$ cat src/fcd_pkg.sv
package fcd_pkg;

    // Command codes written on the low data byte.
    localparam logic [7:0] FCD_CMD_READ_ARRAY   = 8'hFF;
    localparam logic [7:0] FCD_CMD_READ_STATUS  = 8'h70;
    localparam logic [7:0] FCD_CMD_READ_ID      = 8'h90;
    localparam logic [7:0] FCD_CMD_READ_QUERY   = 8'h98;
    localparam logic [7:0] FCD_CMD_CLEAR_STATUS = 8'h50;
    localparam logic [7:0] FCD_CMD_WORD_PROG    = 8'h40;
    localparam logic [7:0] FCD_CMD_WORD_PROG_ALT = 8'h10;
    localparam logic [7:0] FCD_CMD_BUF_PROG     = 8'hE8;
    localparam logic [7:0] FCD_CMD_CONFIRM      = 8'hD0;
    localparam logic [7:0] FCD_CMD_EFP_SETUP    = 8'h80;
    localparam logic [7:0] FCD_CMD_SUSPEND      = 8'hB0;

    // Status word fields.
    localparam int         FCD_SB_READY     = 7;
    localparam int         FCD_SB_PROG_SUSP = 2;
    localparam logic [7:0] FCD_STATUS_RESET = 8'h80;
    localparam logic [7:0] FCD_ERR_MASK     = 8'h3A;
    localparam logic [7:0] FCD_SEQ_ERR_BITS = 8'h30;

    // Program buffer and bus widths.
    localparam int         FCD_BUF_WORDS = 32;
    localparam int         FCD_BUF_IDX_W = 5;
    localparam int         FCD_ADDR_W    = 23;
    localparam int         FCD_PIN_W     = 4;
    localparam logic [3:0] FCD_PINS_IDLE = 4'hF;

    typedef enum logic [1:0] {
        FCD_MODE_ARRAY,
        FCD_MODE_STATUS,
        FCD_MODE_ID,
        FCD_MODE_QUERY
    } fcd_mode_t;

    typedef enum logic [2:0] {
        FCD_ST_IDLE,
        FCD_ST_PROG_SETUP,
        FCD_ST_PROG_BUSY,
        FCD_ST_BUF_COUNT,
        FCD_ST_BUF_DATA,
        FCD_ST_BUF_CONFIRM,
        FCD_ST_EFP_SETUP,
        FCD_ST_EFP_ACTIVE
    } fcd_state_t;

endpackage

$ cat src/fcd_sync.sv
`timescale 1ns/1ns
`default_nettype none

module fcd_sync #(
    parameter int         WIDTH   = 1,
    parameter logic [WIDTH-1:0] RST_VAL = '0
) (
    input  wire logic             clock,    // System clock.
    input  wire logic             sys_rst,  // Synchronous reset.
    input  wire logic             ce,       // Clock enable.
    input  wire logic [WIDTH-1:0] async_in, // Pin side.
    output logic      [WIDTH-1:0] sync_out  // Clock side.
);

    logic [WIDTH-1:0] meta_q;
    logic [WIDTH-1:0] sync_q;

    always_ff @(posedge clock) begin
        if (sys_rst) begin
            meta_q <= RST_VAL;
            sync_q <= RST_VAL;
        end else if (ce) begin
            meta_q <= async_in;
            sync_q <= meta_q;
        end
    end

    assign sync_out = sync_q;

endmodule // fcd_sync

`default_nettype wire

$ cat src/fcd_command_decoder.sv
`timescale 1ns/1ns
`default_nettype none

module fcd_command_decoder
    import fcd_pkg::*;
#(
    parameter int ADDR_W = FCD_ADDR_W
) (
    input  wire logic              clock,             // 20 MHz clock.
    input  wire logic              sys_rst,           // Sync reset, high.
    input  wire logic              ce,                // Clock enable.
    input  wire logic              chip_select_low,   // Pin, active low.
    input  wire logic              write_enable_low,  // Pin, active low.
    input  wire logic              output_enable_low, // Pin, active low.
    input  wire logic              address_valid_low, // Pin, active low.
    input  wire logic [ADDR_W-1:0] addr_pin,          // Address pins.
    input  wire logic [15:0]       data_pin_in,       // Data pins in.
    output logic      [15:0]       data_pin_out,      // Data pins out.
    output logic                   data_pin_oe,       // Data drive enable.
    input  wire logic              burst_read_mode,   // Synchronous reads.
    input  wire logic [15:0]       array_data,        // Array word.
    input  wire logic [15:0]       id_data,           // Identifier word.
    input  wire logic [15:0]       query_data,        // Query word.
    input  wire logic              wsm_busy,          // Machine running.
    input  wire logic              wsm_done,          // Operation ended.
    input  wire logic              wsm_suspended,     // Program suspended.
    input  wire logic [7:0]        wsm_err_set,       // Error set pulses.
    output logic                   prog_start,        // Word program pulse.
    output logic                   buf_load,          // Buffer word pulse.
    output logic                   buf_confirm,       // Buffer start pulse.
    output logic                   efp_start,         // Factory prog pulse.
    output logic                   suspend_req,       // Suspend pulse.
    output logic      [ADDR_W-1:0] op_addr,           // Latched address.
    output logic      [15:0]       op_data,           // Latched data.
    output logic [FCD_BUF_IDX_W-1:0] buf_index,       // Buffer slot.
    output var fcd_mode_t          read_mode,         // Current read mode.
    output logic      [7:0]        status_word        // Status snapshot.
);

    function automatic logic [15:0] read_word(
        input fcd_mode_t   mode,
        input logic [15:0] arr,
        input logic [15:0] ident,
        input logic [15:0] query,
        input logic [7:0]  stat
    );
        logic [15:0] w;
        w = arr;
        unique case (mode)
            FCD_MODE_ARRAY:  w = arr;
            FCD_MODE_STATUS: w = {8'h00, stat};
            FCD_MODE_ID:     w = ident;
            FCD_MODE_QUERY:  w = {8'h00, query[7:0]};
        endcase
        return w;
    endfunction

    function automatic logic busy_allowed(input logic [7:0] code);
        return (code == FCD_CMD_READ_STATUS) || (code == FCD_CMD_SUSPEND);
    endfunction

    logic [FCD_PIN_W-1:0] pins_s;
    logic [ADDR_W-1:0]    addr_s;
    logic [15:0]          data_s;

    fcd_sync #(.WIDTH(FCD_PIN_W), .RST_VAL(FCD_PINS_IDLE)) u_pin_sync (
        .clock    (clock),
        .sys_rst  (sys_rst),
        .ce       (ce),
        .async_in ({address_valid_low, output_enable_low,
                    write_enable_low, chip_select_low}),
        .sync_out (pins_s)
    );

    fcd_sync #(.WIDTH(ADDR_W + 16), .RST_VAL('0)) u_bus_sync (
        .clock    (clock),
        .sys_rst  (sys_rst),
        .ce       (ce),
        .async_in ({addr_pin, data_pin_in}),
        .sync_out ({addr_s, data_s})
    );

    logic cs_s, we_s, oe_s, adv_s;
    assign {adv_s, oe_s, we_s, cs_s} = pins_s;

    fcd_state_t             state_q, state_d;
    fcd_mode_t              mode_q, mode_d;
    logic [FCD_PIN_W-1:0]   pins_prev_q;
    logic [7:0]             err_q, err_d, snap_q, snap_d;
    logic [15:0]            dout_q, dout_d;
    logic                   doe_q, doe_d;
    logic                   prog_q, prog_d, load_q, load_d;
    logic                   conf_q, conf_d, efp_q, efp_d, susp_q, susp_d;
    logic [ADDR_W-1:0]      addr_q, addr_d;
    logic [15:0]            opd_q, opd_d;
    logic [FCD_BUF_IDX_W-1:0] cnt_q, cnt_d, idx_q, idx_d, slot_q, slot_d;
    logic                   clr_err, seq_err, cmd_wr, refresh;
    logic [7:0]             cmd, live_status;

    // A write is taken when the synced write enable rises while selected.
    assign cmd_wr = we_s && !pins_prev_q[1] && !cs_s;
    assign cmd    = data_s[7:0];

    assign refresh = (!cs_s && pins_prev_q[0]) ||
                     (burst_read_mode ? (!adv_s && pins_prev_q[3])
                                      : (!oe_s && pins_prev_q[2]));

    always_comb begin
        live_status = err_q;
        live_status[FCD_SB_READY]     = !wsm_busy || wsm_suspended;
        live_status[FCD_SB_PROG_SUSP] = wsm_suspended;
    end

    always_comb begin
        state_d = state_q;
        mode_d  = mode_q;
        clr_err = 1'b0;
        seq_err = 1'b0;
        prog_d  = 1'b0;
        load_d  = 1'b0;
        conf_d  = 1'b0;
        efp_d   = 1'b0;
        susp_d  = 1'b0;
        addr_d  = addr_q;
        opd_d   = opd_q;
        cnt_d   = cnt_q;
        idx_d   = idx_q;
        slot_d  = slot_q;
        if (cmd_wr) begin
            unique case (state_q)
                FCD_ST_IDLE: begin
                    case (cmd)
                        FCD_CMD_READ_ARRAY:   mode_d = FCD_MODE_ARRAY;
                        FCD_CMD_READ_STATUS:  mode_d = FCD_MODE_STATUS;
                        FCD_CMD_READ_ID:      mode_d = FCD_MODE_ID;
                        FCD_CMD_READ_QUERY:   mode_d = FCD_MODE_QUERY;
                        FCD_CMD_CLEAR_STATUS: clr_err = 1'b1;
                        FCD_CMD_WORD_PROG, FCD_CMD_WORD_PROG_ALT: begin
                            state_d = FCD_ST_PROG_SETUP;
                            mode_d  = FCD_MODE_STATUS;
                        end
                        FCD_CMD_BUF_PROG: begin
                            state_d = FCD_ST_BUF_COUNT;
                            mode_d  = FCD_MODE_STATUS;
                        end
                        FCD_CMD_EFP_SETUP: begin
                            state_d = FCD_ST_EFP_SETUP;
                            mode_d  = FCD_MODE_STATUS;
                        end
                        default: ;
                    endcase
                end
                FCD_ST_PROG_SETUP: begin
                    prog_d  = 1'b1;
                    addr_d  = addr_s;
                    opd_d   = data_s;
                    state_d = FCD_ST_PROG_BUSY;
                end
                FCD_ST_PROG_BUSY: begin
                    if (busy_allowed(cmd)) begin
                        if (cmd == FCD_CMD_SUSPEND) begin
                            susp_d = 1'b1;
                        end else begin
                            mode_d = FCD_MODE_STATUS;
                        end
                    end
                end
                FCD_ST_BUF_COUNT: begin
                    // Counts beyond the buffer are clamped to its last slot.
                    cnt_d   = (data_s[15:FCD_BUF_IDX_W] != '0) ?
                              FCD_BUF_IDX_W'(FCD_BUF_WORDS - 1) :
                              data_s[FCD_BUF_IDX_W-1:0];
                    idx_d   = '0;
                    addr_d  = addr_s;
                    state_d = FCD_ST_BUF_DATA;
                end
                FCD_ST_BUF_DATA: begin
                    load_d = 1'b1;
                    addr_d = addr_s;
                    opd_d  = data_s;
                    slot_d = idx_q;
                    idx_d  = FCD_BUF_IDX_W'(idx_q + 1'b1);
                    if (idx_q == cnt_q) begin
                        state_d = FCD_ST_BUF_CONFIRM;
                    end
                end
                FCD_ST_BUF_CONFIRM: begin
                    if (cmd == FCD_CMD_CONFIRM) begin
                        conf_d  = 1'b1;
                        state_d = FCD_ST_PROG_BUSY;
                    end else begin
                        seq_err = 1'b1;
                        state_d = FCD_ST_IDLE;
                    end
                end
                FCD_ST_EFP_SETUP: begin
                    if (cmd == FCD_CMD_CONFIRM) begin
                        efp_d   = 1'b1;
                        addr_d  = addr_s;
                        opd_d   = data_s;
                        state_d = FCD_ST_EFP_ACTIVE;
                    end
                end
                FCD_ST_EFP_ACTIVE: ;
            endcase
        end
        if (wsm_done && (state_q == FCD_ST_PROG_BUSY ||
                         state_q == FCD_ST_EFP_ACTIVE)) begin
            state_d = FCD_ST_IDLE;
        end
    end

    always_comb begin
        // A set arriving with a clear wins.
        err_d = (err_q & ~(clr_err ? FCD_ERR_MASK : 8'h00))
              | (wsm_err_set & FCD_ERR_MASK)
              | (seq_err ? FCD_SEQ_ERR_BITS : 8'h00);
        snap_d = refresh ? live_status : snap_q;
        dout_d = read_word(mode_q, array_data, id_data, query_data, snap_q);
        doe_d  = !cs_s && !oe_s && we_s;
    end

    always_ff @(posedge clock) begin
        if (sys_rst) begin
            state_q     <= FCD_ST_IDLE;
            mode_q      <= FCD_MODE_ARRAY;
            err_q       <= 8'h00;
            snap_q      <= FCD_STATUS_RESET;
            pins_prev_q <= FCD_PINS_IDLE;
            dout_q      <= 16'h0000;
            doe_q       <= 1'b0;
            prog_q      <= 1'b0;
            load_q      <= 1'b0;
            conf_q      <= 1'b0;
            efp_q       <= 1'b0;
            susp_q      <= 1'b0;
            addr_q      <= '0;
            opd_q       <= 16'h0000;
            cnt_q       <= '0;
            idx_q       <= '0;
            slot_q      <= '0;
        end else if (ce) begin
            state_q     <= state_d;
            mode_q      <= mode_d;
            err_q       <= err_d;
            snap_q      <= snap_d;
            pins_prev_q <= pins_s;
            dout_q      <= dout_d;
            doe_q       <= doe_d;
            prog_q      <= prog_d;
            load_q      <= load_d;
            conf_q      <= conf_d;
            efp_q       <= efp_d;
            susp_q      <= susp_d;
            addr_q      <= addr_d;
            opd_q       <= opd_d;
            cnt_q       <= cnt_d;
            idx_q       <= idx_d;
            slot_q      <= slot_d;
        end
    end

    assign data_pin_out = dout_q;
    assign data_pin_oe  = doe_q;
    assign prog_start   = prog_q;
    assign buf_load     = load_q;
    assign buf_confirm  = conf_q;
    assign efp_start    = efp_q;
    assign suspend_req  = susp_q;
    assign op_addr      = addr_q;
    assign op_data      = opd_q;
    assign buf_index    = slot_q;
    assign read_mode    = mode_q;
    assign status_word  = snap_q;
endmodule // fcd_command_decoder

`default_nettype wire

$ cat config.mk
export PLATFORM = sky130hd
export DESIGN_NAME = fcd_command_decoder
export DESIGN_NICKNAME = d
export VERILOG_FILES = /design/src/fcd_pkg.sv /design/src/fcd_sync.sv /design/src/fcd_command_decoder.sv
export SDC_FILE = /design/constraint.sdc
export NUM_CORES = 1
export LEC_CHECK = 0
export ABC_AREA = 0
export BUFFER_PORTS_ARGS = -buffer_cell sky130_fd_sc_hd__buf_4
export CORE_ASPECT_RATIO = 0.5
export CORE_UTILIZATION = 58
export DETAILED_ROUTE_END_ITERATION = 16
export PLACE_DENSITY = 0.85
export SLEW_MARGIN = 20
export SYNTH_ARGS = -nofsm -noshare
export SYNTH_HDL_FRONTEND = slang
export SYNTH_SLANG_ARGS = --single-unit
export TNS_END_PERCENT = 20
$ cat constraint.sdc
create_clock -name clock -period 4.1 [get_ports clock]
set_clock_uncertainty 0.1 [all_clocks]
set_input_delay 0.82 -clock clock [delete_from_list [all_inputs] [get_ports clock]]
set_output_delay 0.82 -clock clock [all_outputs]
set_load 0.03 [all_outputs]
# Word level (Yosys, flattened, before mapping)
# Index checks and enable logic that the tools add are counted.
# W data, S select, Z words.
dict set report word_totals {
  ff_bits 187
  in_bits 106
  output_inout_bits 76
  word_cells 133
}
dict set report op_classes {
  reduce_logical 38
  n_eq_ne 29
  mux 40
  addsub 1
  n_bitwise 4
}
# cell n
set ops {}
lappend ops {{$pmux W16 S4} 1}
lappend ops {{$eq A8 B8 Y1 const B} 7}
lappend ops {{$pmux W23 S2} 1}
lappend ops {{$pmux W16 S2} 1}
lappend ops {{$eq A8 B7 Y1 const B} 3}
lappend ops {{$mux W23} 1}
lappend ops {{$mux W1} 20}
lappend ops {{$pmux W3 S6} 1}
lappend ops {{$mux W16} 1}
lappend ops {{$or A8 B6 Y8} 2}
lappend ops {{$eq A3 B3 Y1 const B} 4}
lappend ops {{$mux W3} 4}
lappend ops {{$mux W6} 2}
lappend ops {{$reduce_and A6 Y1} 2}
lappend ops {{$reduce_bool A11 Y1} 1}
lappend ops {{$ne A5 B2 Y1 const B} 2}
lappend ops {{$pmux W5 S2} 1}
lappend ops {{$reduce_bool A2 Y1} 5}
lappend ops {{$pmux W3 S3} 1}
lappend ops {{$reduce_and A3 Y1} 3}
lappend ops {{$and A8 B8 Y8} 1}
lappend ops {{$eq A8 B5 Y1 const B} 1}
lappend ops {{$logic_and A1 B1 Y1} 8}
lappend ops {{$not A6 Y8} 1}
lappend ops {{other kinds (22)} 38}

# Depth between registers and ports, before layout
dict set report logic_depth {
  depth_word 9
  mapped_depth 8
  depth_no_buf 5
}

# By module
# Synthesis repeated with hierarchy kept, for this count alone.
dict set report hier_totals {
  hier_cells 801
  hier_area_um2 7558.5
}
# module instances area_each_um2 cells_per_inst seq_area_each_um2
set modules_own_cells {}
lappend modules_own_cells {fcd_command_decoder 1 4485.6 523 1901.8}
lappend modules_own_cells {{fcd_sync at u_bus_sync} 1 2770.2 252 1561.5}
lappend modules_own_cells {{fcd_sync at u_pin_sync} 1 302.8 26 160.2}

# Worst setup path after synthesis
# No wires, ideal clock.
dict set report synth_timing {
  kind {input to register}
  startpoint {input port ce}
  endpoint {register idx_q[2]}
  required_time_ns 3.868
  arrival_time_ns 2.132
  n_path_buf 2
  setup_ns 0.132
  stages 7
  setup_slack_ns 1.736
  path_cell_list {clkbuf_1 nand4bb_1 nor3_1 buf_2 nor2_1 o21ai_0 a21oi_1}
}
dict set report synth_between {
  elab_chain_len 1
}
# item line_no
set synth_rtl {}
lappend synth_rtl {{start: declaration} fcd_command_decoder.sv:11} ;# input wire logic ce,
lappend synth_rtl {{$reduce_and A3 Y1 (no source line)} --}
lappend synth_rtl {{end signal: assignment} fcd_command_decoder.sv:258} ;# idx_q <= idx_d;
lappend synth_rtl {{end: declaration} fcd_command_decoder.sv:96} ;# logic [FCD_BUF_IDX_W-1:0] cnt_q, cnt_d, idx_q, idx_d, slot_q, slot_d;
# No other way between the ends.
# A chain may end at the register's enable or synchronous reset.

# Worst setup path in the final report
dict set report layout_timing {
  startpoint {register u_bus_sync.sync_q[7] (netlist: u_bus_sync.sync_out[7])}
  endpoint {register addr_q[13] (netlist: op_addr[13])}
}
dict set report layout_between {
  elab_chain_len 3
}
# item line_no
set layout_rtl {}
lappend layout_rtl {{start: declaration} fcd_sync.sv:16} ;# logic [WIDTH-1:0] sync_q;
lappend layout_rtl {{start signal: assignment} fcd_sync.sv:24} ;# sync_q <= meta_q;
lappend layout_rtl {{$eq A8 B8 Y1} fcd_command_decoder.sv:197} ;# if (cmd == FCD_CMD_CONFIRM) begin
lappend layout_rtl {{$ne A2 B2 Y1 (no source line)} --}
lappend layout_rtl {{$reduce_and A4 Y1 (no source line)} --}
lappend layout_rtl {{end signal: assignment} fcd_command_decoder.sv:255} ;# addr_q <= addr_d;
lappend layout_rtl {{end: declaration} fcd_command_decoder.sv:94} ;# logic [ADDR_W-1:0] addr_q, addr_d;
# No other way between the ends.

==> results.py <==
metrics = {
    "status": {
        "status": "finished, final reports clean",
    },
    "layout": {
        "ff_latch_area_um2": 3620,
        "syn2layout_area_growth_pct": 23.8,
        "fillers": 923,
        "final_common_cell": "dfxtp_1",
        "multi_input_area_um2": 3730,
        "final_cells": 1087,
        "nets": 1011,
        "drive_gt1_share_pct": 25.3,
        "final_cell_mix": "181 x dfxtp_1, 173 x buf_4, 148 x nor2_1, 139 x mux2i_1, 52 x nand2b_1",
        "num_antenna_cells": 0,
    },
    "die": {
        "initial_core_util_pct": 60.0,
        "dieArea_um2": 13700,
        "io_pins": 182,
        "die_h_um": 83.3,
        "core_area_um2": 12800,
        "die_x_um": 165,
        "placementRows": 29,
    },
    "route": {
        "wl_per_cell_um": 15.2,
        "vias": 5948,
        "ant_nets": 0,
        "drt_wl_total_mm": 16.5,
        "firstDrtPassIters": 5,
        "via_per_inst": 5.47,
        "drc": 0,
        "first_iter_violations": 454,
    },
    "placement": {
        "io_buffer_count": 167,
        "place.detailed.hpwl_mm": 10.8,
        "dp.cells": 1055,
        "gp_congestion": 0.818,
    },
    "pwr": {
        "p_int_w": 0.00287,
        "p_leak_nw": 4.19,
        "pwr-share-seq_pct": 49.1,
        "pwr-share-clk_pct": 42.5,
        "p_sw_share_pct": 24.2,
        "comb_power_share_pct": 8.4,
        "ir_worst_vdd_mv": 0.256,
        "p_sw_w": 0.000914,
        "powerDensity_nw_per_um2": 399,
    },
    "cts": {
        "ctsResizeCount": 0,
        "cts.sinks": 181,
        "clock_latency_ns": 0.42,
        "cts_setup_buffers": 0,
        "cts_tree": "done",
        "clk_pin_slew_worst_paths_ns": 0.07,
        "postCtsHoldBufs": 0,
        "cts_root_buf": "clkbuf_16",
        "cts_buffers": 17,
        "clockBufferDepth": 2,
        "htreeDepth": 4,
    },
    "synth": {
        "synth-edff-count": 0,
        "async_reset_ff_share_pct": 0,
        "syn_inst": 771,
        "yosysWarnings": 0,
        "synth_flop_cell": "dfxtp_1",
        "synth_cell_types": 63,
        "syn_area_per_cell_um2": 9.93,
        "netlist_area_um2": 7660,
        "ys_seq_elements": 181,
        "ys_seq_area_share_pct": 47.3,
    },
    "worst_setup_path": {
        "crit_family": "simple AND/OR/NAND/NOR gates",
        "critPathSlowestCell": "or4b_1",
        "crit_path_cell_trace": "or4b_1 > nor2_8 > o21bai_4 > a21oi_4 > buf_4 > mux2i_1",
        "cp.arrival_ns": 2.89,
        "crit_required_ns": 4.35,
        "critPathLaunchType": "register",
        "crit_type": "register to register",
        "max_stage_delay_ns": 0.77,
        "end_kind": "register",
        "critical_path_peak_fanout": 23,
        "crit_buf_inv": 1,
    },
    "timing": {
        "slew_violations": 0,
        "setup_viol": 0,
        "worst_pin_slew_ns": 1.09,
        "rsz0062_at_grt": "false",
        "fin_setup_tns_ns": 0,
        "worst_slew_margin_rel_pct": 27.6,
        "period_share_pct": 64.5,
        "finalHoldViolations": 0,
        "final.min_clock_period_ns": 2.65,
        "fmax_mhz": 378,
    },
    "global_route": {
        "grt_pass1_vias": 5466,
        "grt_first_pass_wirelength_mm": 26.6,
        "antenna_found_initial": 0,
        "grt_overflow": 0,
        "grt_start_max_net_pins": 99,
        "grt_usage_pct": 24.3,
    },
    "job": {
        "drv_cap": 0,
    },
    "worst_hold_path": {
        "hold_path.class": "register to register",
    },
}
[through the flow]
stage               total power [W]  setup WS (ns)  instance area, µm²  hold WS (ns)  util (%)
floorplan                   0.00209           1.74                7660         0.331         -
global placement            0.00220           1.39                8890         0.338      69.6
detailed placement          0.00221           1.36                8900         0.341      69.7
CTS                         0.00381           1.46                9480         0.360      74.2
global route                0.00392           1.32                9480         0.379      74.2
finish                      0.00378           1.45                9480         0.357      74.2
[worst min-delay path: stages, from the launching register on]
cell and delay [ns]:
dfxtp_1 0.31, nand2_1 0.05, a21oi_1 0.05
[cells in the mapped netlist, drive strengths merged (2+ instances only)]
master | instances | area share [%]
dfxtp | 181 | 47
nor2 | 149 | 7.5
mux2i | 139 | 18
nand2b | 52 | 4.2
clkbuf | 42 | 2.1
nor3 | 21 | 1.5
buf | 19 | 1.8
a211o | 13 | 1.5
a21oi | 13 | 1.0
nor2b | 13 | 1.1
o21ai | 13 | 0.90
a22oi | 11 | 1.1
mux2 | 10 | 1.5
nand2 | 9 | 0.44
nand4 | 8 | 0.65
mux4 | 6 | 1.8
and2 | 5 | 0.41
nand3b | 5 | 0.49
a221oi | 4 | 0.46
inv | 4 | 0.20
nand3 | 4 | 0.26
nor3b | 4 | 0.39
xnor2 | 4 | 0.46
xor2 | 4 | 0.46
nor4 | 3 | 0.25
nor4b | 3 | 0.34
o311ai | 3 | 0.44
a211oi | 2 | 0.20
nand4b | 2 | 0.23
o21bai | 2 | 0.34
or2 | 2 | 0.16
or4 | 2 | 0.20
[state kept, by name (all words and copies together), names as in the netlist]
register             cells
buf_load                 1
efp_start                1
u_bus_sync.meta_q       39
cnt_q                    5
suspend_req              1
data_pin_oe              1
state_q                  3
buf_confirm              1
pins_prev_q              4
u_pin_sync.sync_out      4
u_bus_sync.sync_out     39
idx_q                    5
data_pin_out            16
err_q                    4
op_data                 16
prog_start               1
op_addr                 23
read_mode                2
buf_index                5
u_pin_sync.meta_q        4
status_word              6
[kinds of logic (layout without fill, tap and decap cells)]
family                   after synthesis  after routing  share of synthesized area [%]
XOR/XNOR                               8              8                          0.915
adder cells (fa/ha/maj)                1              1                          0.163
AND/OR/NAND/NOR                      289            289                           19.1
AO/OA/AOI/OAI                         71             71                           7.01
buffers and inverters                 65            210                           4.07
other                                  1              2                         0.0490
flip-flops                           181            181                           47.3
multiplexers                         155            155                           21.4
[cell type report]
| class | count | area share (%) |
|---|---|---|
| multi-input cells | 526 | 39.4 |
| inverters | 4 | 0.158 |
| well taps | 170 | 2.24 |
| flip-flops and latches | 181 | 38.2 |
| repair buffers | 174 | 13.8 |
| clock inverters | 13 | 1.41 |
| clock buffers | 19 | 4.78 |
[power groups by stage]
stage / combinational [W] / sequential (W) / clock (W)
detailed placement: 0.000316 / 0.00190 / 0
global placement: 0.000307 / 0.00189 / 0
global route: 0.000345 / 0.00186 / 0.00171
finish: 0.000317 / 0.00186 / 0.00161
CTS: 0.000319 / 0.00186 / 0.00163
floorplan: 0.000187 / 0.00190 / 0
[worst paths after layout]
kind	start	to	slack, ns	cells after the start
worst min-delay path	err_q[4]$_SDFFE_PP0P_	err_q[4]$_SDFFE_PP0P_	0.36	2
worst min register to register	err_q[4]$_SDFFE_PP0P_	err_q[4]$_SDFFE_PP0P_	0.36	2
worst max-delay path	u_bus_sync.sync_out[7]$_SDFFE_PP0P_	op_addr[13]$_SDFFE_PP0P_	1.45	6
worst max register to register	u_bus_sync.sync_out[7]$_SDFFE_PP0P_	op_addr[13]$_SDFFE_PP0P_	1.45	6
[per-layer routing]
| metal | GRT usage [%] | vias to the layer above | share of wire, % |
|---|---|---|---|
| li1 | - | 2930 | - |
| met1 | 31.7 | 2838 | 45 |
| met2 | 39.9 | 152 | 49 |
| met3 | 4.90 | 28 | 4.4 |
| met4 | 9.01 | 0 | 1.8 |
| met5 | 0 | - | 0 |
No activity file was read; power rests on OpenSTA's default activity.
